===== src/design/jub_pkg.sv =====
// Shared constants and types of the JTAG to unit bus bridge
package jub_pkg;
   // Register and bus widths
   localparam int ADDR_W = 40;
   localparam int DATA_W = 64;
   localparam int RDSC_W = 65;
   localparam int IR_W = 4;
   localparam int LR_OFS_W = 8;

   // Instruction codes
   localparam logic [IR_W-1:0] IR_ADDR_LOAD = 4'h1;
   localparam logic [IR_W-1:0] IR_WDATA_LOAD = 4'h2;
   localparam logic [IR_W-1:0] IR_RDATA = 4'h3;
   localparam logic [IR_W-1:0] IR_START_WRITE = 4'h4;
   localparam logic [IR_W-1:0] IR_START_READ = 4'h5;
   localparam logic [IR_W-1:0] IR_ADDR_WRITE = 4'h6;
   localparam logic [IR_W-1:0] IR_DATA_WRITE = 4'h7;
   localparam logic [IR_W-1:0] IR_ADDR_READ = 4'h8;
   localparam logic [IR_W-1:0] IR_BYPASS = 4'hF;
   localparam logic [IR_W-1:0] IR_RESET = IR_BYPASS;
   localparam logic [IR_W-1:0] IR_CAPTURE = 4'h1;

   // Local register offsets
   localparam logic [LR_OFS_W-1:0] LR_CTRL = 8'h00;
   localparam logic [LR_OFS_W-1:0] LR_STATUS = 8'h08;
   localparam logic [LR_OFS_W-1:0] LR_HOLD_ADDR = 8'h10;
   localparam logic [LR_OFS_W-1:0] LR_HOLD_DATA = 8'h18;
   localparam logic [LR_OFS_W-1:0] LR_RDATA = 8'h20;

   // Local register fields and values
   localparam logic [DATA_W-1:0] CTRL_RST = 64'h0000_0000_0000_0001;
   localparam logic [DATA_W-1:0] UNDEF_RDATA = 64'hDEAD_0000_DEAD_0000;
   localparam int CTRL_EN_BIT = 0;
   localparam int ST_SENTINEL = 0;
   localparam int ST_RD_BUSY = 1;
   localparam int ST_REQ_PEND = 2;
   localparam int ST_IR_LSB = 8;

   // TAP controller states
   typedef enum logic [3:0] {
      TAP_EX2_DR = 4'h0, TAP_EX1_DR = 4'h1, TAP_SHIFT_DR = 4'h2, TAP_PAUSE_DR = 4'h3,
      TAP_SEL_IR = 4'h4, TAP_UPD_DR = 4'h5, TAP_CAP_DR = 4'h6, TAP_SEL_DR = 4'h7,
      TAP_EX2_IR = 4'h8, TAP_EX1_IR = 4'h9, TAP_SHIFT_IR = 4'hA, TAP_PAUSE_IR = 4'hB,
      TAP_IDLE = 4'hC, TAP_UPD_IR = 4'hD, TAP_CAP_IR = 4'hE, TAP_RESET = 4'hF
   } jub_tap_state_t;
endpackage


===== src/design/jub_tap.sv =====
// TAP controller and instruction register of the bridge
`timescale 1ns/1ps
`default_nettype none
module jub_tap
   import jub_pkg::*;
(
   // Clock and reset
   input wire logic clk,
   input wire logic rst,
   // Sampled JTAG pins
   input wire logic tck_rise,
   input wire logic tms,
   input wire logic tdi,
   // Controller view
   output jub_tap_state_t state,
   output logic [IR_W-1:0] ir,
   output logic ir_tdo,
   output logic cap_dr,
   output logic shift_dr,
   output logic upd_dr,
   output logic upd_ir
);
   typedef struct packed {
      jub_tap_state_t st;
      logic [IR_W-1:0] ir_sh;
      logic [IR_W-1:0] ir;
      logic cap_dr;
      logic upd_dr;
      logic upd_ir;
   } jub_tap_reg_t;

   jub_tap_reg_t s_q;
   jub_tap_reg_t s_d;
   jub_tap_state_t nxt;

   function automatic jub_tap_state_t next_state(input jub_tap_state_t c, input logic m);
      unique case (c)
         TAP_RESET: next_state = m ? TAP_RESET : TAP_IDLE;
         TAP_IDLE: next_state = m ? TAP_SEL_DR : TAP_IDLE;
         TAP_SEL_DR: next_state = m ? TAP_SEL_IR : TAP_CAP_DR;
         TAP_CAP_DR: next_state = m ? TAP_EX1_DR : TAP_SHIFT_DR;
         TAP_SHIFT_DR: next_state = m ? TAP_EX1_DR : TAP_SHIFT_DR;
         TAP_EX1_DR: next_state = m ? TAP_UPD_DR : TAP_PAUSE_DR;
         TAP_PAUSE_DR: next_state = m ? TAP_EX2_DR : TAP_PAUSE_DR;
         TAP_EX2_DR: next_state = m ? TAP_UPD_DR : TAP_SHIFT_DR;
         TAP_UPD_DR: next_state = m ? TAP_SEL_DR : TAP_IDLE;
         TAP_SEL_IR: next_state = m ? TAP_RESET : TAP_CAP_IR;
         TAP_CAP_IR: next_state = m ? TAP_EX1_IR : TAP_SHIFT_IR;
         TAP_SHIFT_IR: next_state = m ? TAP_EX1_IR : TAP_SHIFT_IR;
         TAP_EX1_IR: next_state = m ? TAP_UPD_IR : TAP_PAUSE_IR;
         TAP_PAUSE_IR: next_state = m ? TAP_EX2_IR : TAP_PAUSE_IR;
         TAP_EX2_IR: next_state = m ? TAP_UPD_IR : TAP_SHIFT_IR;
         TAP_UPD_IR: next_state = m ? TAP_SEL_DR : TAP_IDLE;
      endcase
   endfunction

   always_comb begin
      s_d = s_q;
      s_d.cap_dr = 1'b0;
      s_d.upd_dr = 1'b0;
      s_d.upd_ir = 1'b0;
      nxt = next_state(s_q.st, tms);
      if (tck_rise) begin
         if (s_q.st == TAP_SHIFT_IR) begin
            s_d.ir_sh = {tdi, s_q.ir_sh[IR_W-1:1]};
         end
         if (nxt == TAP_CAP_IR) begin
            s_d.ir_sh = IR_CAPTURE;
         end
         // Update pulses rise in the same cycle as the new instruction, so users see it settled
         if (nxt == TAP_UPD_IR) begin
            s_d.ir = s_q.ir_sh;
            s_d.upd_ir = 1'b1;
         end
         if (nxt == TAP_RESET) begin
            s_d.ir = IR_RESET;
         end
         s_d.cap_dr = (nxt == TAP_CAP_DR);
         s_d.upd_dr = (nxt == TAP_UPD_DR);
         s_d.st = nxt;
      end
   end

   always_ff @(posedge clk) begin
      if (rst) begin
         s_q <= '0;
         s_q.st <= TAP_RESET;
         s_q.ir <= IR_RESET;
      end else begin
         s_q <= s_d;
      end
   end

   assign state = s_q.st;
   assign ir = s_q.ir;
   assign ir_tdo = s_q.ir_sh[0];
   assign cap_dr = s_q.cap_dr;
   assign shift_dr = tck_rise && (s_q.st == TAP_SHIFT_DR);
   assign upd_dr = s_q.upd_dr;
   assign upd_ir = s_q.upd_ir;
endmodule
`default_nettype wire


===== src/design/jub_slave.sv =====
// Unit bus slave path serving the bridge's local registers
`timescale 1ns/1ps
`default_nettype none
module jub_slave
   import jub_pkg::*;
(
   // Clock and reset
   input wire logic clk,
   input wire logic rst,
   // Incoming request
   input wire logic req_vld,
   input wire logic req_rd,
   input wire logic [LR_OFS_W-1:0] req_ofs,
   input wire logic [DATA_W-1:0] req_data,
   // Read response
   output logic rsp_vld,
   output logic [DATA_W-1:0] rsp_data,
   input wire logic rsp_stall,
   // Register contents
   input wire logic [DATA_W-1:0] status,
   input wire logic [ADDR_W-1:0] hold_addr,
   input wire logic [DATA_W-1:0] hold_data,
   input wire logic [DATA_W-1:0] rdata,
   output logic [DATA_W-1:0] ctrl
);
   typedef struct packed {
      logic slot_vld;
      logic slot_rd;
      logic [LR_OFS_W-1:0] slot_ofs;
      logic [DATA_W-1:0] slot_data;
      logic rsp_vld;
      logic [DATA_W-1:0] rsp_data;
      logic [DATA_W-1:0] ctrl;
   } jub_slv_reg_t;

   jub_slv_reg_t s_q;
   jub_slv_reg_t s_d;
   logic consume;
   logic [DATA_W-1:0] rd_word;

   always_comb begin
      unique case (s_q.slot_ofs)
         LR_CTRL: rd_word = s_q.ctrl;
         LR_STATUS: rd_word = status;
         LR_HOLD_ADDR: rd_word = DATA_W'(hold_addr);
         LR_HOLD_DATA: rd_word = hold_data;
         LR_RDATA: rd_word = rdata;
         default: rd_word = UNDEF_RDATA;
      endcase
   end

   // One request slot only: a stall of even one cycle fills it and drops the rest
   assign consume = s_q.slot_vld && (!s_q.rsp_vld || !rsp_stall);

   always_comb begin
      s_d = s_q;
      if (s_q.rsp_vld && !rsp_stall) begin
         s_d.rsp_vld = 1'b0;
      end
      if (consume) begin
         s_d.slot_vld = 1'b0;
         if (s_q.slot_rd) begin
            s_d.rsp_vld = 1'b1;
            s_d.rsp_data = rd_word;
         end else if (s_q.slot_ofs == LR_CTRL) begin
            s_d.ctrl = s_q.slot_data;
         end
      end
      if (req_vld && (!s_q.slot_vld || consume)) begin
         s_d.slot_vld = 1'b1;
         s_d.slot_rd = req_rd;
         s_d.slot_ofs = req_ofs;
         s_d.slot_data = req_data;
      end
   end

   always_ff @(posedge clk) begin
      if (rst) begin
         s_q <= '0;
         s_q.ctrl <= CTRL_RST;
      end else begin
         s_q <= s_d;
      end
   end

   assign rsp_vld = s_q.rsp_vld;
   assign rsp_data = s_q.rsp_data;
   assign ctrl = s_q.ctrl;
endmodule
`default_nettype wire


===== src/design/jub_bridge.sv =====
// JTAG to unit bus bridge: scan registers, holding registers, bus master and slave
`timescale 1ns/1ps
`default_nettype none
module jub_bridge
   import jub_pkg::*;
(
   // Clock and reset
   input wire logic REF_CLK,
   input wire logic RST,
   // JTAG pins
   input wire logic TCK,
   input wire logic TMS,
   input wire logic TDI,
   output logic TDO,
   output logic TDO_OE,
   // Master requests toward the hub
   output logic HUB_REQ_VLD,
   output logic HUB_REQ_RD,
   output logic [ADDR_W-1:0] HUB_REQ_ADDR,
   output logic [DATA_W-1:0] HUB_REQ_DATA,
   input wire logic HUB_REQ_RDY,
   // Read return from the hub
   input wire logic HUB_RET_VLD,
   input wire logic [DATA_W-1:0] HUB_RET_DATA,
   // Slave requests from the hub
   input wire logic SLV_REQ_VLD,
   input wire logic SLV_REQ_RD,
   input wire logic [ADDR_W-1:0] SLV_REQ_ADDR,
   input wire logic [DATA_W-1:0] SLV_REQ_DATA,
   // Slave read responses
   output logic SLV_RSP_VLD,
   output logic [DATA_W-1:0] SLV_RSP_DATA,
   input wire logic SLV_RSP_STALL
);
   typedef struct packed {
      logic tck_s1;
      logic tck_s2;
      logic tck_s3;
      logic tms_s1;
      logic tms_s2;
      logic tdi_s1;
      logic tdi_s2;
      logic [ADDR_W-1:0] addr_sc;
      logic [DATA_W-1:0] wd_sc;
      logic [RDSC_W-1:0] rd_sc;
      logic rd_lock;
      logic byp;
      logic tdo;
      logic tdo_oe;
      logic [ADDR_W-1:0] hold_addr;
      logic [DATA_W-1:0] hold_data;
      logic [DATA_W-1:0] rdata;
      logic sentinel;
      logic rd_busy;
      logic go_wr;
      logic go_rd;
      logic req_vld;
      logic req_rd;
      logic [ADDR_W-1:0] req_addr;
      logic [DATA_W-1:0] req_data;
   } jub_top_reg_t;

   jub_top_reg_t s_q;
   jub_top_reg_t s_d;

   logic tck_rise;
   logic tck_fall;
   jub_tap_state_t tap_st;
   logic [IR_W-1:0] ir;
   logic ir_tdo;
   logic cap_dr;
   logic shift_dr;
   logic upd_dr;
   logic upd_ir;
   logic is_addr;
   logic is_data;
   logic is_rdata;
   logic ctrl_en;
   logic start_wr;
   logic start_rd;
   logic tdo_sel;
   logic [DATA_W-1:0] status;
   logic [DATA_W-1:0] ctrl;

   // TMS and TDI feed logic from their second stage; TCK edges compare its second and third stages
   assign tck_rise = s_q.tck_s2 && !s_q.tck_s3;
   assign tck_fall = !s_q.tck_s2 && s_q.tck_s3;

   jub_tap jub_tap_i (
      .clk(REF_CLK),
      .rst(RST),
      .tck_rise(tck_rise),
      .tms(s_q.tms_s2),
      .tdi(s_q.tdi_s2),
      .state(tap_st),
      .ir(ir),
      .ir_tdo(ir_tdo),
      .cap_dr(cap_dr),
      .shift_dr(shift_dr),
      .upd_dr(upd_dr),
      .upd_ir(upd_ir)
   );

   // Instruction decode
   assign is_addr = (ir == IR_ADDR_LOAD) || (ir == IR_ADDR_WRITE) || (ir == IR_ADDR_READ);
   assign is_data = (ir == IR_WDATA_LOAD) || (ir == IR_DATA_WRITE);
   assign is_rdata = (ir == IR_RDATA);
   assign ctrl_en = ctrl[CTRL_EN_BIT];

   // Starts are not checked against a busy bus; the host serialises them
   assign start_wr = ctrl_en && ((upd_ir && (ir == IR_START_WRITE)) || s_q.go_wr);
   assign start_rd = ctrl_en && ((upd_ir && (ir == IR_START_READ)) || s_q.go_rd);

   always_comb begin
      tdo_sel = s_q.byp;
      if (tap_st == TAP_SHIFT_IR) begin
         tdo_sel = ir_tdo;
      end else if (is_addr) begin
         tdo_sel = s_q.addr_sc[0];
      end else if (is_data) begin
         tdo_sel = s_q.wd_sc[0];
      end else if (is_rdata) begin
         tdo_sel = s_q.rd_sc[RDSC_W-1];
      end
   end

   always_comb begin
      status = '0;
      status[ST_SENTINEL] = s_q.sentinel;
      status[ST_RD_BUSY] = s_q.rd_busy;
      status[ST_REQ_PEND] = s_q.req_vld;
      status[ST_IR_LSB +: IR_W] = ir;
   end

   always_comb begin
      s_d = s_q;
      s_d.tck_s1 = TCK;
      s_d.tck_s2 = s_q.tck_s1;
      s_d.tck_s3 = s_q.tck_s2;
      s_d.tms_s1 = TMS;
      s_d.tms_s2 = s_q.tms_s1;
      s_d.tdi_s1 = TDI;
      s_d.tdi_s2 = s_q.tdi_s1;
      s_d.go_wr = 1'b0;
      s_d.go_rd = 1'b0;

      // Capture-DR
      if (cap_dr) begin
         if (is_rdata) begin
            s_d.rd_sc = {s_q.sentinel, s_q.rdata};
            s_d.rd_lock = s_q.sentinel;
         end else if (!is_addr && !is_data) begin
            s_d.byp = 1'b0;
         end
      end

      // Shift-DR, least significant bit first for loads
      if (shift_dr) begin
         if (is_addr) begin
            s_d.addr_sc = {s_q.tdi_s2, s_q.addr_sc[ADDR_W-1:1]};
         end else if (is_data) begin
            s_d.wd_sc = {s_q.tdi_s2, s_q.wd_sc[DATA_W-1:1]};
         end else if (is_rdata) begin
            // Reload until the sentinel is caught, so a late return still shows
            if (s_q.rd_lock) begin
               s_d.rd_sc = {s_q.rd_sc[RDSC_W-2:0], s_q.tdi_s2};
            end else begin
               s_d.rd_sc = {s_q.sentinel, s_q.rdata};
               s_d.rd_lock = s_q.sentinel;
            end
         end else begin
            s_d.byp = s_q.tdi_s2;
         end
      end

      // Update-DR moves scan contents into the holding registers
      if (upd_dr) begin
         if (is_addr) begin
            s_d.hold_addr = s_q.addr_sc;
         end
         if (is_data) begin
            s_d.hold_data = s_q.wd_sc;
         end
         s_d.go_wr = (ir == IR_ADDR_WRITE) || (ir == IR_DATA_WRITE);
         s_d.go_rd = (ir == IR_ADDR_READ);
      end

      // TDO changes on the falling edge, half a period before the host samples
      if (tck_fall) begin
         s_d.tdo = tdo_sel;
         s_d.tdo_oe = (tap_st == TAP_SHIFT_DR) || (tap_st == TAP_SHIFT_IR);
      end

      // Hub request handshake
      if (s_q.req_vld && HUB_REQ_RDY) begin
         s_d.req_vld = 1'b0;
      end

      // Read return; there is no error path, the host times out instead
      if (HUB_RET_VLD && s_q.rd_busy) begin
         s_d.rdata = HUB_RET_DATA;
         s_d.sentinel = 1'b1;
         s_d.rd_busy = 1'b0;
      end

      if (start_wr) begin
         s_d.req_vld = 1'b1;
         s_d.req_rd = 1'b0;
         s_d.req_addr = s_q.hold_addr;
         s_d.req_data = s_q.hold_data;
      end

      if (start_rd) begin
         s_d.req_vld = 1'b1;
         s_d.req_rd = 1'b1;
         s_d.req_addr = s_q.hold_addr;
         s_d.sentinel = 1'b0;
         s_d.rd_busy = 1'b1;
      end
   end

   always_ff @(posedge REF_CLK) begin
      if (RST) begin
         s_q <= '0;
      end else begin
         s_q <= s_d;
      end
   end

   // Local registers are reached only from the bus, never from the scan path
   jub_slave jub_slave_i (
      .clk(REF_CLK),
      .rst(RST),
      .req_vld(SLV_REQ_VLD),
      .req_rd(SLV_REQ_RD),
      .req_ofs(SLV_REQ_ADDR[LR_OFS_W-1:0]),
      .req_data(SLV_REQ_DATA),
      .rsp_vld(SLV_RSP_VLD),
      .rsp_data(SLV_RSP_DATA),
      .rsp_stall(SLV_RSP_STALL),
      .status(status),
      .hold_addr(s_q.hold_addr),
      .hold_data(s_q.hold_data),
      .rdata(s_q.rdata),
      .ctrl(ctrl)
   );

   assign TDO = s_q.tdo;
   assign TDO_OE = s_q.tdo_oe;
   assign HUB_REQ_VLD = s_q.req_vld;
   assign HUB_REQ_RD = s_q.req_rd;
   assign HUB_REQ_ADDR = s_q.req_addr;
   assign HUB_REQ_DATA = s_q.req_data;
endmodule
`default_nettype wire


===== config.mk =====
export PLATFORM = sky130hd
export DESIGN_NAME = jub_bridge
export DESIGN_NICKNAME = d
export VERILOG_FILES = /design/src/design/jub_pkg.sv /design/src/design/jub_tap.sv /design/src/design/jub_slave.sv /design/src/design/jub_bridge.sv
export SDC_FILE = /design/constraint.sdc
export NUM_CORES = 2
export LEC_CHECK = 0
export BUFFER_PORTS_ARGS = -buffer_cell sky130_fd_sc_hd__buf_2
export CORE_ASPECT_RATIO = 2
export CORE_MARGIN = 10
export CORE_UTILIZATION = 58
export CTS_CLUSTER_SIZE = 20
export DETAILED_ROUTE_END_ITERATION = 7
export PLACE_DENSITY = 0.82
export SLEW_MARGIN = 20
export SYNTH_ARGS = -nofsm -noshare
export SYNTH_HDL_FRONTEND = slang
export SYNTH_SLANG_ARGS = --single-unit

===== constraint.sdc =====
create_clock -name REF_CLK -period 2.4 [get_ports REF_CLK]
set_clock_uncertainty 0.1 [all_clocks]
set_input_delay 0.24 -clock REF_CLK [delete_from_list [all_inputs] [get_ports REF_CLK]]
set_output_delay 0.24 -clock REF_CLK [all_outputs]
set_load 0.03 [all_outputs]

==> metrics.cfg <==
[critical_path]
worstReg2RegEnd=jub_slave_i.ctrl[29]$_SDFFE_PP0P_
critPathKind=flip-flop to flip-flop
required_ps=2840
end_kind=flip-flop
r2r_slack_ps=80
cp.arrival_ps=2770
start_kind=flip-flop
critPathMaxFanout=40
worstRegToRegCells=6
r2r_start=jub_slave_i.s_q[193]$_SDFFE_PP0P_

[pwr]
vdd_drop_max_mv=0.610
power_density_mw_per_mm2=704
leakagePower_nw=11.7

[synthesis]
yosys.area.top_type=dfxtp_1
synth-seq-area-share_pct=49.1
synth-simple-area-share_pct=20.4
synth_mux_area_share_pct=1.93
ys_async_sr_fraction_pct=0
yosysWarnings=0
yosys.area_share.adder_pct=0
syn_area_sq_mm=0.0276
ys.flop_type=dfxtp_1
synth_top_family_by_area=simple AND/OR/NAND/NOR gates
yosysTopAreaCellShare_pct=49.1
synthCells=3494
synth.distinct_cells=60
synthXorXnorAreaFrac_pct=0.0318
synth-edff-count=0
synth_nets=3672
synth_compound_area_share_pct=19.9
ys_top_cells_by_area=dfxtp_1 (49%), nand2_1 (16%), a21oi_1 (10%)
syn_area_per_cell_sq_um=7.89
synth_seq_cells=676

[sta]
hold_violations=0
period_share_pct=96.8
grt_setup_unrepaired=false
final-setup-viol-count=0
tns_ps=0
maxSlewHeadroom_pct=36.5
max_freq_mhz=431
report.final.slew_viol_count=0
worst_pin_slew_ps=951
period_minus_slack_ps=2320

[hold_path]
hold_end=jub_slave_i.s_q[170]$_SDFFE_PP0P_
hp-class=input pin to flip-flop
hp-start=SLV_REQ_DATA[41]
holdPathStages=4

[clocking]
numClockSinks=676
clockRootBuffer=clkbuf_16
cts_made_buffers=56
insertion_delay_ps=620
htree_levels=2
cts_tree=yes
cts_buffer_depth=3
cts.clk_slew.worst_paths_ps=70
cts_setup_buffers=0

[detailed_routing]
drt_first_pass_iters=8
viasPerCell=5.93
routedWlPerCell_um=20.5
ant_nets=0
drtIter0Drc=2672
drc=0
via_count=25600
totalWireLength_um=88500

[placed_design]
gp_congestion=0.920
hpwl_um=55400
place.port_buffers=318

[global_routing]
met3_usage_pct=6.35
grt_overflow_total=0
antenna_found_initial=0
grt_max_degree=137
track_usage_pct=29.5
grt_pass1_vias=24600
grt_first_pass_wirelength_um=137000
use_met1_pct=35.2
top_usage_layer=met2
grt.met2_usage_pct=48.4

[finish]
insertedDiodeCount=0
area_growth_pct=17.1
multi_input_area_sq_mm=0.0118
nets=3829
drive_gt1_share_pct=14.3
ff_latch_area_sq_mm=0.0135
num-fill-cells=3755
finalCoreUtilization_pct=68.4

[status]
status=finished, final reports clean

[flow_run]
max_cap_violations=0

[floorplanning]
start_util_pct=58.4
core_sq_mm=0.0472
die_h_um=328
std_cell_rows=113
fp.dieArea_sq_mm=0.0572
io-pin-count=351
die_x_um=174

[state kept, by name, indices dropped and copies added, names as in the netlist, 3 cells and up]
name / count
HUB_REQ_ADDR: 40
HUB_REQ_DATA: 64
jub_slave_i.ctrl: 64
jub_slave_i.rsp_data: 64
jub_slave_i.s_q: 74
jub_tap_i.ir: 4
jub_tap_i.s_q: 3
jub_tap_i.state: 4
s_d: 4
s_q: 346
[metal layers]
layer  wire, um  up-vias
met5          0        -
met4       5030        0
met3       8250      279
met2      41600     1364
met1      33700    12100
li1           -    11900
[critical path, cell delays in order (launching register included)]
cell	delay [ps]
dfxtp_1	310
or4_4	600
nor4_4	320
and4b_2	350
buf_12	220
nand2_1	140
a21oi_2	170
[Yosys cell counts, drive strengths merged, types with 6 or more instances]
master,n
o21ai,95
nand2b,6
a31oi,24
nor2b,79
o2bb2ai,22
a311oi,64
buf,209
clkbuf,242
a21o,15
dfxtp,676
mux2i,52
a211oi,66
and2,6
o22ai,7
a22oi,54
nand2,1163
a22o,13
nand3,71
nor2,22
a21oi,549
[worst max path at each step]
stage / startpoint / endpoint / slack (ps) / depth (start not counted)
3_5_place_dp: jub_slave_i.s_q[193]$_SDFFE_PP0P_ / jub_slave_i.ctrl[5]$_SDFFE_PP0P_ / 90 / 6
6_report: jub_slave_i.s_q[193]$_SDFFE_PP0P_ / jub_slave_i.ctrl[29]$_SDFFE_PP0P_ / 80 / 6
4_1_cts: jub_slave_i.s_q[193]$_SDFFE_PP0P_ / jub_slave_i.ctrl[5]$_SDFFE_PP0P_ / 80 / 6
5_1_grt: jub_slave_i.s_q[196]$_SDFFE_PP0P_ / jub_slave_i.rsp_data[49]$_SDFFE_PP0P_ / 20 / 7
3_3_place_gp: jub_slave_i.s_q[193]$_SDFFE_PP0P_ / jub_slave_i.ctrl[12]$_SDFFE_PP0P_ / 160 / 6
2_1_floorplan: jub_slave_i.s_q[193]$_SDFFE_PP0P_ / jub_slave_i.ctrl[0]$_SDFFE_PP1P_ / 380 / 7
[placed cells by master, fill, tap and decap left out, drive strengths merged, types with 7 or more instances in the layout]
cell type,instances
a211oi,66
buf,396
a311oi,64
a22oi,54
dfxtp,676
clkbuf,80
a31oi,24
o21ai,95
nand2,1163
a21oi,549
nor2b,79
o22ai,7
bufinv,11
mux2i,52
nand3,71
o2bb2ai,22
dlygate4sd3,154
clkinv,7
nor2,22
a22o,13
a21o,15
[area by class of cell]
cell class,instances,share of cell area [%]
Multi-Input combinational cell,2363,36.5
Timing Repair Buffer,550,12.7
Clock buffer,80,5.03
Sequential cell,676,42.0
Clock inverter,23,1.26
Inverter,4,0.0465
Tap cell,632,2.45
[repair_timing]
action	4_1_cts	5_1_grt
gates resized for setup	0	4
hold endpoints to repair	161	0
hold buffers	154	0
setup endpoints to repair	0	10
[power breakdown]
group          internal (mW)  switching [mW]
clock network           5.89            4.26
registers               11.3          0.0766
logic                  0.464           0.733
[cell families after synthesis]
family	count (synthesis)
simple gates	1377
compound gates	932
flops	676
buf+inv	455
mux	53
xor+xnor	1
[stage by stage]
stage	cells	area, sq um	worst slack [ps]	power, mW	hold WS (ps)
3_5_place_dp	4071	28700	85.9	12.6	339
6_report	4328	32300	77.4	22.7	307
2_1_floorplan	3494	27600	376	12.2	268
3_3_place_gp	4071	28700	155	12.6	331
5_1_grt	4328	32300	23.1	23.3	315
4_1_cts	4328	32300	75.9	22.8	280
Note: power is estimated with default switching activity, not from simulation.
